### src/rtl/bsp_regs.svh
`ifndef BSP_REGS_SVH
`define BSP_REGS_SVH
// Purpose: constants of the bit-serial memory port host
// Assumes: 40 MHz sys_clk
// Notes:   strobe phase lengths in clock cycles
`define BSP_ADDR_BITS   16
`define BSP_BYTE_BITS   8
`define BSP_PAGE_BYTES  6'h20
`define BSP_SETUP_CYC   4'h2
`define BSP_STROBE_CYC  4'h3
`define BSP_HOLD_CYC    4'h2
`define BSP_SAMPLE_CYC  4'h2
`endif

### src/rtl/bsp_pkg.sv
// Purpose: types of the bit-serial memory port host
// Assumes: nothing
// Notes:   command kinds and their codes
package bsp_pkg;
  typedef enum logic [1:0] {
    BSP_CMD_READ  = 2'h0,
    BSP_CMD_WRITE = 2'h1,
    BSP_CMD_POLL  = 2'h2
  } bsp_cmd_e;
endpackage

### src/rtl/bsp_buf_if.sv
// Purpose: valid/ready word link between host and its output buffer
// Assumes: one clock
// Notes:   8-bit data words
interface bsp_buf_if;
  logic       valid;
  logic       ready;
  logic [7:0] data;
  modport src (output valid, output data, input ready);
  modport snk (input valid, input data, output ready);
endinterface

### src/rtl/bsp_skid_buf.sv
// Purpose: two-entry buffer for read data
// Assumes: one clock, reset_n asynchronous
// Notes:   ready falls only when both entries hold data
module bsp_skid_buf (
  input  wire logic       sys_clk,
  input  wire logic       reset_n,
  bsp_buf_if.snk          in_if,
  output      logic       out_valid,
  output      logic [7:0] out_data,
  input  wire logic       out_ready
);
  logic [7:0] mem_r [2];
  logic [7:0] mem_nxt [2];
  logic       rp_r, rp_nxt, wp_r, wp_nxt;
  logic [1:0] cnt_r, cnt_nxt;
  logic       push, pop;
  logic       vld_r, vld_nxt;
  logic [7:0] dout_r, dout_nxt;

  assign in_if.ready = (cnt_r != 2'h2);
  assign out_valid   = vld_r;
  assign out_data    = dout_r;

  always_comb begin
    push    = in_if.valid && in_if.ready;
    pop     = out_valid && out_ready;
    mem_nxt = mem_r;
    if (push) begin
      mem_nxt[wp_r] = in_if.data;
    end
    wp_nxt  = push ? ~wp_r : wp_r;
    rp_nxt  = pop ? ~rp_r : rp_r;
    cnt_nxt = cnt_r + {1'b0, push} - {1'b0, pop};
    vld_nxt  = (cnt_nxt != 2'h0);
    dout_nxt = mem_nxt[rp_nxt];
  end

  always_ff @(posedge sys_clk or negedge reset_n) begin
    if (!reset_n) begin
      mem_r[0] <= 8'h00;
      mem_r[1] <= 8'h00;
      rp_r     <= 1'b0;
      wp_r     <= 1'b0;
      cnt_r    <= 2'h0;
      vld_r    <= 1'b0;
      dout_r   <= 8'h00;
    end else begin
      vld_r  <= vld_nxt;
      dout_r <= dout_nxt;
      mem_r <= mem_nxt;
      rp_r  <= rp_nxt;
      wp_r  <= wp_nxt;
      cnt_r <= cnt_nxt;
    end
  end
endmodule

### src/rtl/bsp_host.sv
// Purpose: host sequencer driving a bit-serial memory over bus strobes
// Assumes: 40 MHz sys_clk, pin inputs synchronous
// Notes:   one command at a time; read bytes leave through a buffer
// Function
// chip select high deselects device
// device drives data only when selected
// data latched at first rising strobe
// never write and output enable together
// read sends 16 address bits msb first
// eight read cycles return one byte
// writing one ends sequential read
// address advances and wraps after byte
// read, write zero, read resets device
// reset acts after zero write completes
// reads after reset return high
// every sequence starts with a reset; the host skips the reset for poll commands
// write: reset, address, bytes, start
// start is read, write one, read
// page of 32 bytes wraps
// partial sequence starts no write
// latch clears after write or error
// write protect low refuses writes
// poll reads low while writing
// illegal sequence drops device idle
// latch held clear while protected
// data bytes travel msb first
module bsp_host (
  input  wire logic       sys_clk,
  input  wire logic       reset_n,
  input  wire logic       cmd_valid,
  output      logic       cmd_ready,
  input  wire logic [1:0] cmd_kind,
  input  wire logic [15:0] cmd_addr,
  input  wire logic [5:0] cmd_len,
  input  wire logic       wr_valid,
  output      logic       wr_ready,
  input  wire logic [7:0] wr_data,
  output      logic       rd_valid,
  input  wire logic       rd_ready,
  output      logic [7:0] rd_data,
  output      logic       busy,
  output      logic       nv_busy,
  output      logic       mem_cs_n,
  output      logic       mem_oe_n,
  output      logic       mem_we_n,
  output      logic       mem_io_o,
  output      logic       mem_io_oe,
  input  wire logic       mem_io_i
);
`include "bsp_regs.svh"

  typedef enum logic [6:0] {
    ST_IDLE  = 7'h01,
    ST_SETUP = 7'h02,
    ST_STRB  = 7'h04,
    ST_HOLD  = 7'h08,
    ST_NEXT  = 7'h10,
    ST_PUSH  = 7'h20,
    ST_DONE  = 7'h40
  } bsp_st_e;

  // step codes of a cycle script
  typedef enum logic [2:0] {
    PH_RST  = 3'h0,
    PH_ADDR = 3'h1,
    PH_DATA = 3'h2,
    PH_RDAT = 3'h3,
    PH_STRT = 3'h4,
    PH_END  = 3'h5,
    PH_POLL = 3'h6
  } bsp_ph_e;

  bsp_st_e          st_r, st_nxt;
  bsp_ph_e          ph_r, ph_nxt;
  bsp_pkg::bsp_cmd_e kind_r, kind_nxt;
  logic [3:0]       tmr_r, tmr_nxt;
  logic [4:0]       bit_r, bit_nxt;
  logic [5:0]       len_r, len_nxt;
  logic [15:0]      sh_r, sh_nxt;
  logic [7:0]       rx_r, rx_nxt;
  logic             rdcyc_r, rdcyc_nxt;
  logic             wbit_r, wbit_nxt;
  logic             cs_r, cs_nxt, oe_r, oe_nxt, we_r, we_nxt, iooe_r, iooe_nxt;
  logic             nvb_r, nvb_nxt;
  logic             rdy_r, rdy_nxt, wrdy_r, wrdy_nxt, busy_r, busy_nxt;
  bsp_buf_if        rbuf ();

  bsp_skid_buf u_buf (
    .sys_clk   (sys_clk),
    .reset_n   (reset_n),
    .in_if     (rbuf.snk),
    .out_valid (rd_valid),
    .out_data  (rd_data),
    .out_ready (rd_ready)
  );

  assign rbuf.data = rx_r;
  assign rbuf.valid = (st_r == ST_PUSH) && (ph_r != PH_DATA);
  assign cmd_ready = rdy_r;
  assign wr_ready  = wrdy_r;
  assign busy      = busy_r;
  assign nv_busy   = nvb_r;
  assign mem_cs_n  = cs_r;
  assign mem_oe_n  = oe_r;
  assign mem_we_n  = we_r;
  assign mem_io_o  = wbit_r;
  assign mem_io_oe = iooe_r;

  // cycle kind and bit of reset/start scripts: step 0 read, 1 write, 2 read
  function automatic logic is_read(input logic [4:0] step);
    is_read = (step != 5'h1);
  endfunction

  ////////////////////////////////////////////////////////////////////
  always_comb begin
    st_nxt = st_r; ph_nxt = ph_r; kind_nxt = kind_r; tmr_nxt = tmr_r;
    bit_nxt = bit_r; len_nxt = len_r; sh_nxt = sh_r; rx_nxt = rx_r;
    rdcyc_nxt = rdcyc_r; wbit_nxt = wbit_r; cs_nxt = cs_r; oe_nxt = oe_r;
    we_nxt = we_r; iooe_nxt = iooe_r; nvb_nxt = nvb_r; rdy_nxt = rdy_r;
    wrdy_nxt = 1'b0;
    case (st_r)
      ST_IDLE: begin
        if (cmd_valid && rdy_r) begin
          rdy_nxt  = 1'b0;
          kind_nxt = bsp_pkg::bsp_cmd_e'(cmd_kind);
          sh_nxt   = cmd_addr;
          len_nxt  = (cmd_len == 6'h00) ? 6'h01 :
                     (cmd_len > `BSP_PAGE_BYTES) ? `BSP_PAGE_BYTES : cmd_len;
          bit_nxt  = 5'h0;
          // reset leads every read and write sequence; poll skips it
          ph_nxt   = (bsp_pkg::bsp_cmd_e'(cmd_kind) == bsp_pkg::BSP_CMD_POLL) ? PH_POLL
                                                                             : PH_RST;
          st_nxt   = ST_NEXT;
        end
      end
      ST_NEXT: begin
        // choose the next bus cycle of the script
        st_nxt = ST_SETUP;
        tmr_nxt = `BSP_SETUP_CYC;
        case (ph_r)
          // read, write zero, read
          PH_RST: begin
            rdcyc_nxt = is_read(bit_r);
            wbit_nxt  = 1'b0;
          end
          // address msb first
          PH_ADDR: begin
            rdcyc_nxt = 1'b0;
            wbit_nxt  = sh_r[15];
          end
          // data msb first
          PH_DATA: begin
            rdcyc_nxt = 1'b0;
            wbit_nxt  = sh_r[15];
          end
          // eight read cycles
          PH_RDAT: rdcyc_nxt = 1'b1;
          // read, write one, read
          PH_STRT: begin
            rdcyc_nxt = is_read(bit_r);
            wbit_nxt  = 1'b1;
          end
          // a one ends sequential read
          PH_END: begin
            rdcyc_nxt = 1'b0;
            wbit_nxt  = 1'b1;
          end
          // poll is a single read
          default: rdcyc_nxt = 1'b1;
        endcase
      end
      ST_SETUP: begin
        // select only inside a cycle
        cs_nxt = 1'b0;
        // io released before read
        iooe_nxt = ~rdcyc_r;
        tmr_nxt = tmr_r - 4'h1;
        if (tmr_r == 4'h1) begin
          // only one strobe low
          oe_nxt  = ~rdcyc_r;
          we_nxt  = rdcyc_r;
          tmr_nxt = rdcyc_r ? `BSP_STROBE_CYC + `BSP_SAMPLE_CYC : `BSP_STROBE_CYC;
          st_nxt  = ST_STRB;
        end
      end
      ST_STRB: begin
        tmr_nxt = tmr_r - 4'h1;
        if (tmr_r == 4'h1) begin
          if (rdcyc_r) begin
            rx_nxt = {rx_r[6:0], mem_io_i};
          end
          // strobe rises before chip select
          oe_nxt  = 1'b1;
          we_nxt  = 1'b1;
          tmr_nxt = `BSP_HOLD_CYC;
          st_nxt  = ST_HOLD;
        end
      end
      ST_HOLD: begin
        tmr_nxt = tmr_r - 4'h1;
        if (tmr_r == 4'h1) begin
          cs_nxt   = 1'b1;
          iooe_nxt = 1'b0;
          st_nxt   = ST_NEXT;
          bit_nxt  = bit_r + 5'h1;
          case (ph_r)
            PH_RST: if (bit_r == 5'h2) begin
              // device reset after zero write
              bit_nxt = 5'h0;
              ph_nxt  = (kind_r == bsp_pkg::BSP_CMD_READ) ? PH_ADDR : PH_ADDR;
            end
            PH_ADDR: begin
              sh_nxt = {sh_r[14:0], 1'b0};
              if (bit_r == 5'(`BSP_ADDR_BITS - 1)) begin
                bit_nxt = 5'h0;
                if (kind_r == bsp_pkg::BSP_CMD_READ) begin
                  ph_nxt = PH_RDAT;
                end else begin
                  ph_nxt = PH_DATA;
                  st_nxt = ST_PUSH;
                end
              end
            end
            PH_DATA: begin
              sh_nxt = {sh_r[14:0], 1'b0};
              if (bit_r == 5'(`BSP_BYTE_BITS - 1)) begin
                bit_nxt = 5'h0;
                len_nxt = len_r - 6'h1;
                // whole bytes, then start
                // length capped at one page
                // start only after full load
                if (len_r == 6'h1) begin
                  ph_nxt = PH_STRT;
                end else begin
                  st_nxt = ST_PUSH;
                end
              end
            end
            PH_RDAT: if (bit_r == 5'(`BSP_BYTE_BITS - 1)) begin
              // device advances address per byte
              bit_nxt = 5'h0;
              st_nxt  = ST_PUSH;
            end
            PH_STRT: if (bit_r == 5'h2) begin
              // device clears latch itself
              nvb_nxt = 1'b1;
              st_nxt  = ST_DONE;
            end
            PH_END: begin
              // device now idle
              st_nxt = ST_DONE;
            end
            default: begin
              // low poll only while writing; protect leaves it high
              // latch state is the device's
              nvb_nxt = ~rx_r[0];
              st_nxt  = ST_DONE;
            end
          endcase
        end
      end
      ST_PUSH: begin
        if (ph_r == PH_DATA) begin
          // wait for a write byte from the user
          if (wr_valid) begin
            wrdy_nxt = 1'b1;
            sh_nxt   = {wr_data, 8'h00};
            st_nxt   = ST_NEXT;
          end
        end else if (rbuf.ready) begin
          len_nxt = len_r - 6'h1;
          // reads valid only after address
          st_nxt  = ST_NEXT;
          if (len_r == 6'h1) begin
            ph_nxt = PH_END;
          end
        end
      end
      ST_DONE: begin
        rdy_nxt = 1'b1;
        st_nxt  = ST_IDLE;
      end
      default: st_nxt = ST_IDLE;
    endcase
    busy_nxt = ~rdy_nxt;
  end

  ////////////////////////////////////////////////////////////////////
  always_ff @(posedge sys_clk or negedge reset_n) begin
    if (!reset_n) begin
      st_r <= ST_IDLE; ph_r <= PH_RST; kind_r <= bsp_pkg::BSP_CMD_READ;
      tmr_r <= 4'h0; bit_r <= 5'h0; len_r <= 6'h0; sh_r <= 16'h0000;
      rx_r <= 8'h00; rdcyc_r <= 1'b0; wbit_r <= 1'b0; cs_r <= 1'b1;
      oe_r <= 1'b1; we_r <= 1'b1; iooe_r <= 1'b0; nvb_r <= 1'b0;
      rdy_r <= 1'b1; wrdy_r <= 1'b0; busy_r <= 1'b0;
    end else begin
      st_r <= st_nxt; ph_r <= ph_nxt; kind_r <= kind_nxt; tmr_r <= tmr_nxt;
      bit_r <= bit_nxt; len_r <= len_nxt; sh_r <= sh_nxt; rx_r <= rx_nxt;
      rdcyc_r <= rdcyc_nxt; wbit_r <= wbit_nxt; cs_r <= cs_nxt; oe_r <= oe_nxt;
      we_r <= we_nxt; iooe_r <= iooe_nxt; nvb_r <= nvb_nxt; rdy_r <= rdy_nxt;
      wrdy_r <= wrdy_nxt; busy_r <= busy_nxt;
    end
  end
endmodule

### config.mk
export PLATFORM = sky130hd
export DESIGN_NAME = bsp_host
export DESIGN_NICKNAME = d
export VERILOG_FILES = /design/src/rtl/bsp_pkg.sv /design/src/rtl/bsp_buf_if.sv /design/src/rtl/bsp_skid_buf.sv /design/src/rtl/bsp_host.sv
export VERILOG_INCLUDE_DIRS = /design/src /design/src/rtl
export SDC_FILE = /design/constraint.sdc
export NUM_CORES = 1
export LEC_CHECK = 0
export BUFFER_PORTS_ARGS = -buffer_cell sky130_fd_sc_hd__buf_2
export CAP_MARGIN = 10
export CORE_MARGIN = 2
export CORE_UTILIZATION = 50
export CTS_CLUSTER_SIZE = 8
export DETAILED_ROUTE_END_ITERATION = 8
export HOLD_SLACK_MARGIN = 0.02
export PLACE_DENSITY = 0.7
export SLEW_MARGIN = 25
export SYNTH_ARGS = -nofsm -noshare
export SYNTH_HDL_FRONTEND = slang
export SYNTH_SLANG_ARGS = --single-unit
export TNS_END_PERCENT = 50
### constraint.sdc
create_clock -name sys_clk -period 2.9 [get_ports sys_clk]
set_input_delay 0.29 -clock sys_clk [delete_from_list [all_inputs] [get_ports sys_clk]]
set_output_delay 0.29 -clock sys_clk [all_outputs]
set_load 0.005 [all_outputs]
Word-level counts from Yosys, hierarchy flattened --
Cells that the tools add are included.
Word-level totals: register bits 90, output and inout bits 18, logic and storage cells 194
Operators by class: add/sub/neg operators 5, $lt $le $gt $ge 4, eq/ne operators 41, muxes and demuxes 79, bitwise operators 8, reductions and logical operators 32
Operators with widths (count):
- 16-bit two-way mux | 6
- 6-bit two-way mux | 13
- 7-bit two-way mux | 8
- 16-bit case mux with 3 select lines | 1
- 7-bit case mux with 6 select lines | 1
- 7-bit case mux with 5 select lines | 1
- 3-bit two-way mux | 11
- 8-bit two-way mux | 4
- 5-bit two-way mux | 5
- 2-bit != test (second input constant) | 11
- 3-bit case mux with 3 select lines | 2
- 6-bit case mux with 3 select lines | 1
- 16-bit bitwise mux | 1
- 4-bit case mux with 4 select lines | 1
- 3-bit != test (second input constant) | 5
- 5-bit case mux with 3 select lines | 1
- 1-bit case mux with 2 select lines | 7
- 6-bit AND reduction | 2
- 1-bit two-way mux | 11
- 11-bit AND reduction | 1
- 5-bit case mux with 2 select lines | 1
- 3-bit AND reduction | 3
- 8-bit demux with 1-bit select | 1
- 4-bit two-way mux | 2
- other kinds (45) | 69

Longest topological paths before layout --
Gate-level depths: netlist of the first run.
depth after elaboration 10, depth in mapped cells 9

Hierarchy --
Synthesis of the first run repeated with hierarchy kept, for this count alone.
Second synthesis, totals: cells, all modules 583, area total of the unflattened synthesis 5512.8 µm²
By module, submodules not included:
- bsp_host | instances 1, cells each 457, area each 4040.1 µm², seq. area each 1532.7 µm²
- bsp_skid_buf | instances 1, cells each 126, area each 1472.7 µm², seq. area each 725.7 µm²

Worst setup path before layout of the first run --
No wires, ideal clock.
path kind register to register, start point register st_r[6], end point register u_buf.vld_r (netlist: u_buf.out_valid), library setup time 0.127 ns, data arrival time 2.422 ns, required time 2.773 ns, setup slack 0.351 ns, stages on the path, launching flop included 9, buffers on the path 2, cell sequence dfrtp_1 or4_1 buf_2 nor4_4 buf_2 ha_1 xnor2_1 xnor2_1 or2_2
Between the ends: cells in the longest elaborated chain, start to end 6
Ends and longest elaborated chain:
- start, declared | line bsp_host.sv:73 | bsp_st_e st_r, st_nxt;
- start signal, assigned | line bsp_host.sv:297 | st_r <= st_nxt; ph_r <= ph_nxt; kind_r <= kind_nxt; tmr_r <= tmr_nxt;
- 7-bit by 6-bit equality test with 1-bit output | line bsp_host.sv:98 | assign rbuf.valid = (st_r == ST_PUSH) && (ph_r != PH_DATA);
- 1-bit logical AND | line bsp_host.sv:98
- 1-bit logical AND | line bsp_skid_buf.sv:25 | push = in_if.valid && in_if.ready;
- named net u_buf.push | line bsp_skid_buf.sv:16 | logic push, pop;
- 2-bit by 1-bit adder with 2-bit output | line bsp_skid_buf.sv:33 | cnt_nxt = cnt_r + {1'b0, push} - {1'b0, pop};
- 2-bit by 1-bit subtractor with 2-bit output | line bsp_skid_buf.sv:33
- named net u_buf.cnt_nxt[1] | line bsp_skid_buf.sv:15 | logic [1:0] cnt_r, cnt_nxt;
- 2-bit nonzero test | line bsp_skid_buf.sv:34 | vld_nxt = (cnt_nxt != 2'h0);
- named net u_buf.vld_nxt | line bsp_skid_buf.sv:17 | logic vld_r, vld_nxt;
- end signal, assigned | line bsp_skid_buf.sv:48 | vld_r <= vld_nxt;
- end, declared | line bsp_skid_buf.sv:17
The timed path passes the listed nets, and every way through them passes these cells. A chain may end at the register's enable or synchronous reset.

Final worst setup path of the first run --
start point register tmr_r[1], end point register sh_r[4]
Between the ends: cells in the longest elaborated chain, start to end 3
Ends and longest elaborated chain:
- start, declared | line bsp_host.sv:76 | logic [3:0] tmr_r, tmr_nxt;
- start signal, assigned | line bsp_host.sv:297
- 4-bit by 1-bit equality test with 1-bit output | line bsp_host.sv:201 | if (tmr_r == 4'h1) begin
- 2-bit != test (no line)
- 6-bit AND reduction (no line)
- end signal, assigned | line bsp_host.sv:298 | bit_r <= bit_nxt; len_r <= len_nxt; sh_r <= sh_nxt; rx_r <= rx_nxt;
- end, declared | line bsp_host.sv:79 | logic [15:0] sh_r, sh_nxt;
No other way between the ends.

==> results.yml, run 1 <==
status:
  status: "finished, final reports clean"
pwr:
  clockPowerShare: 0.323
  ir_drop_mv: 0.343
  p_seq_frac: 0.483
  p_int_mw: 2.00
  swShare: 0.290
  leakage_nw: 2.71
  cellPowerDensity_nw_per_um2: 490
  switchingPower_mw: 0.818
  combinationalPowerShare: 0.194
final_layout:
  drive_gt1_frac: 0.247
  final_area_um2: 5750
  nets: 651
  mostFrequentLayoutCell: "dfrtp_1"
  final_cell_mix: "85 x dfrtp_1, 54 x buf_2, 52 x nand2_1"
  diodes: 0
  area_delta_synth_final_pct: 17.1
global_route:
  grt_pass1_wl_mm: 20.4
  grt-ovfl-total: 0
  grt_pass1_vias: 4134
  grtUsageTotal: 0.249
  grt_max_degree: 53
  grt_antenna_before_repair: 0
synthesis:
  yosysWarnings: 0
  synthArstFlopShare: 1.00
  synth_flop_cell: "dfrtp_1"
  avgSynthCellArea_um2: 9.33
  syn-instance-count: 526
  synth-edff-count: 0
  netlist_area_um2: 4910
  synth_nets: 575
  yosysSeqAreaShare: 0.460
  synth-seq-cells: 90
  synth.distinct_cells: 67
floorplan:
  dieArea_um2: 10600
  num_rows: 36
  start_util: 0.509
  core_region_area_um2: 9640
  chipHeight_um: 103
  fp.dieW_um: 103
  ios: 56
drt:
  avgViaCountPerCell: 5.80
  vias: 4295
  top_layer: "met4"
  dr.pass1.iters: 5
  drt_iter0_markers: 228
  wl_per_cell_um: 16.2
  ant_nets: 0
  wirelength_mm: 12.0
  drc_errors: 0
  wl_met1_mm: 5.31
  dr_wl_met2_mm: 5.74
  wl_met3_um: 673
critical_path:
  required_ps: 3160
  path_cells: "inv_1 > ha_1 > or3b_2 > nand3_1 > nand2_2 > nor3b_4 > buf_4 > mux2_2"
  end_kind: "register"
  cp-start-kind: "register"
  worstPathMaxFanout: 15
  critPathSlowestCell: "nor3b_4"
  critical_path_class: "reg -> reg"
  cp_num_buf_inv: 2
  crit_arrival_ps: 2960
  slowest_delay_ps: 670
  path_delay_family: "simple AND/OR/NAND/NOR gates"
clocking:
  worst_skew_pair.late_latency_ps: 370
  cts_max_path_buffers: 2
  cts.hold.buffers_added: 1
  numCtsBuffers: 9
  clock_sinks: 90
  cts_tree: "built"
  root_buffer: "clkbuf_8"
  path_clk_slew_ps: 90
  post-cts-setup-buffer-count: 0
  cts_resized: 0
  cts_max_level: 3
timing:
  hold_viol: 0
  finClkSkew_ps: 10.1
  min_period_ps: 2700
  worst_pin_slew_ps: 805
  setup_violations: 0
  rsz0062_at_grt: "false"
  fin_tns_setup_ps: 0
  fin_crit_sh: 0.931
  slew-limit-headroom: 0.463
  drv_slew: 0
  clock.fmax_ghz: 0.370
placement:
  place_area_um2: 5530
  hpwl_mm: 8.75
  portBuffers: 55
  routabilityCongestion: 0.969
run:
  max_cap_violations: 0
min_path:
  hold_path_class: "in -> reg"
[cells in the mapped netlist, drive strengths merged, types with 6 or more instances]
cell type | n | area (um^2)
a21oi | 42 | 210
dfrtp | 85 | 2130
a22o | 8 | 70.1
nor3 | 12 | 60.1
o22ai | 15 | 93.8
nand3 | 10 | 50.1
inv | 32 | 120
mux2 | 22 | 251
nor4 | 8 | 65.1
a31oi | 9 | 56.3
o21ai | 50 | 250
ha | 11 | 138
nor3b | 10 | 80.1
nor2 | 22 | 85.1
buf | 9 | 46.3
clkbuf | 21 | 78.8
nand2 | 54 | 208
nor2b | 6 | 37.5
a22oi | 9 | 67.6
[final timing paths]
path / start / end / slack, ps / cells after the start
max in group asynchronous: reset_n / mem_cs_n / 1620 / 3
min in group asynchronous: reset_n / kind_r[0] / 480 / 2
max: tmr_r[1] / sh_r[4] / 200 / 8
min: cmd_kind[1] / kind_r[1] / 160 / 2
min reg2reg: mem_cs_n / mem_cs_n / 460 / 2
max reg2reg: tmr_r[1] / sh_r[4] / 200 / 8
[logic make-up after synthesis]
kind of cell | count (synthesis) | share of synthesized area
buffers and inverters | 63 | 0.0507
adders and majority gates | 11 | 0.0280
DFF | 90 | 0.460
and+or+nand+nor | 163 | 0.180
xor gates and xnor gates | 8 | 0.0143
muxes | 24 | 0.0553
AOI/OAI and AO/OA | 167 | 0.211
[sequential cells by signal (all words and copies together), names as in the netlist, 2 cells and up]
name,count
sh_r,16
u_buf.mem_r,16
rbuf.data,8
u_buf.out_data,8
st_r,7
len_r,6
bit_r,5
tmr_r,4
ph_r,3
kind_r,2
u_buf.cnt_r,2
[final cells by class]
class | instances | area (um^2)
clock buffer | 10 | 138
inverter | 33 | 124
multi-input combinational | 373 | 2410
timing repair buffer | 95 | 581
tap | 133 | 166
fill | 858 | 3890
sequential | 90 | 2260
clock inverter | 6 | 71.3
[worst register-to-register path: cells and delay by family, from the launching register on]
kind	cells	cell delay (ps)
adder cells (fa/ha/maj)	1	160
buffers and inverters	2	330
flip-flops	1	390
multiplexers	1	330
AND/OR/NAND/NOR	4	1390
[per-stage QoR]
stage          cells  total power, mW   util  worst slack [ps]  hold WS [ps]
2_1_floorplan    526             1.72      -               351         -5.59
6_report         740             2.82  0.596               200           161
4_1_cts          740             2.84  0.596               199           153
3_5_place_dp     723             1.93  0.573               224           366
5_1_grt          740             2.98  0.596              43.6           148
3_3_place_gp     723             1.92  0.573              1.76           361
[per-layer routing]
metal	GRT usage	vias up
li1	-	2055
met1	0.344	2088
met2	0.389	129
met3	0.0393	23
met4	0.107	0
met5	0	-
[power by group through the flow]
stage	registers (mW)	clock network, mW	logic, mW
finish	1.36	0.910	0.547
global route	1.37	0.989	0.627
CTS	1.36	0.931	0.552
detailed placement	1.38	0	0.548
global placement	1.38	0	0.535
floorplan	1.39	0	0.329
No activity file was read; power rests on OpenSTA's default activity.
==> run 2: changes to the inputs <==
- ABC_AREA: default -> 1
==> results.yml, run 2 <==
status:
  status: "finished, final reports clean"
synthesis:
  synth_top_area_share: 0.457
  synth_nets: 638
  synth_top_area_cell: "dfrtp_1"
  synth-edff-count: 0
  synth_flop_cell: "dfrtp_1"
  synth-seq-cells: 90
  synthTopCellsByArea: "dfrtp_1 46%, nand2_1 15%, o21ai_0 7.2%"
  synth_top_cells_by_count: "180 x nand2_1, 85 x dfrtp_1, 68 x inv_1"
  yosysSeqAreaShare: 0.485
  avgSynthCellArea_um2: 7.90
  synth.distinct_cells: 37
  synth.most_common_cell: "nand2_1"
  yosysWarnings: 0
  syn-instance-count: 589
  netlist_area_um2: 4650
  synthArstFlopShare: 1.00
floorplan:
  start_util: 0.508
  fp.dieW_um: 100
  num_rows: 35
  core_region_area_um2: 9150
  dieArea_um2: 10100
  ios: 56
  chipHeight_um: 100
critical_path:
  crit-reg2reg-launch: "st_r[6]"
  end_kind: "register"
  required_ps: 3190
  cp-start-kind: "register"
  critical_path_class: "reg -> reg"
  cp-startpoint: "st_r[6]"
  worstPathMaxFanout: 21
  crit_arrival_ps: 2430
final_layout:
  mostFrequentLayoutCell: "nand2_1"
  area_delta_synth_final_pct: 12.5
  instances_no_fill: 764
  final_area_um2: 5240
  nets: 697
  reg_top3: "sh_r: 16 flops, u_buf.mem_r: 16 flops"
  drive_gt1_frac: 0.162
  diodes: 0
  final_cell_mix: "180 x nand2_1, 85 x dfrtp_1, 68 x inv_1"
  fill_cells: 839
clocking:
  root_buffer: "clkbuf_8"
  numCtsBuffers: 9
  cts_max_level: 3
  cts_tree: "built"
  clock_sinks: 90
  cts_max_path_buffers: 2
  worst_skew_pair.late_latency_ps: 370
  path_clk_slew_ps: 100
timing:
  drv_slew: 0
  fin_tns_setup_ps: 0
  finClkSkew_ps: 10.8
  clock.fmax_ghz: 0.466
  worst_pin_slew_ps: 593
  setup_violations: 0
  hold_viol: 0
  slew-limit-headroom: 0.604
  rsz0062_at_grt: "false"
  fin_crit_sh: 0.739
  min_period_ps: 2140
min_path:
  hold_path_class: "in -> reg"
  min_from: "cmd_addr[0]"
placement:
  routabilityCongestion: 0.874
  place_inst: 747
  place_area_um2: 5040
  portBuffers: 55
  hpwl_mm: 7.17
global_route:
  grt_antenna_before_repair: 0
  grt_pass1_wl_mm: 17.3
  grt_max_degree: 91
  grt-ovfl-total: 0
  grtUsageTotal: 0.214
  grt_pass1_vias: 3688
pwr:
  leakage_nw: 2.83
  ir_drop_mv: 0.345
  p_total_mw: 2.36
  cellPowerDensity_nw_per_um2: 452
drt:
  drc_errors: 0
  ant_nets: 0
  wl_per_cell_um: 13.1
  avgViaCountPerCell: 5.17
  drt_iter0_markers: 282
  wirelength_mm: 10.0
  vias: 3950
  dr.pass1.iters: 6
run:
  max_cap_violations: 0
==> run 2: metrics by stage <==
stage / hold WS (ps) / setup slack (ps) / util
6_report: 163 / 756 / 0.572
5_1_grt: 161 / 603 / 0.572
4_1_cts: 150 / 803 / 0.572
3_5_place_dp: 374 / 827 / 0.550
3_3_place_gp: 368 / 910 / 0.550
2_1_floorplan: -5.59 / 1170 / -
==> run 2: layout make-up <==
type	count	area [um^2]	area share
clock buffer	9	124	0.0237
clock inverter	7	63.8	0.0122
inverter	75	282	0.0538
multi-input combinational	411	2030	0.388
sequential	90	2260	0.431
tap	111	139	0.0265
timing repair buffer	61	338	0.0645
==> run 2: cells by family (layout without fill, tap and decap cells) <==
kind of cell    Yosys count  in the layout  share of synthesized area
mux                       1              1                    0.00242
fa+ha+maj                11             11                     0.0296
simple gates            278            278                      0.256
compound gates          111            111                      0.130
xor+xnor                 10             10                     0.0188
buf+inv                  88            152                     0.0782
flops                    90             90                      0.485
==> run 2: power breakdown <==
| group | internal, mW | leakage [nW] | total, mW | switching (mW) |
|---|---|---|---|---|
| combinational | 0.0816 | 1.59 | 0.240 | 0.159 |
| clock | 0.333 | 0.0907 | 0.829 | 0.497 |
| sequential | 1.28 | 1.15 | 1.29 | 0.0113 |
| total | 1.70 | 2.83 | 2.36 | 0.667 |
==> run 2: path summary, 6_finish.rpt <==
check                           endpoint  cells past startpoint  slack (ps)
worst min-delay path             sh_r[0]                      3         160
min in group asynchronous       bit_r[3]                      3         480
worst max register to register  sh_r[12]                     10         760
worst min register to register  mem_cs_n                      2         470
max in group asynchronous       len_r[5]                      3        2020
worst max-delay path            sh_r[12]                     10         760
==> run 2: per-layer routing <==
metal / wire, um / up-vias / global-route usage
li1: - / 2005 / -
met1: 4750 / 1810 / 0.296
met2: 4650 / 125 / 0.345
met3: 517 / 10 / 0.0458
met4: 95 / 0 / 0.0590
met5: 0 / - / 0
==> run 2: worst max-delay path, stage by stage, from the launching register on <==
cell	delay, ps
dfrtp_1	410
inv_2	90
nand3_1	120
nor2_1	490
nand3_1	160
nand3_1	140
nor2_2	40
buf_4	170
inv_2	270
nand2_1	80
o21ai_1	100
==> run 2: repair_timing <==
item                                   4_1_cts  5_1_grt
endpoints found under the hold margin       85        0
resized for setup                            0        0
hold buffers                                 1        0
setup buffers                                0        0
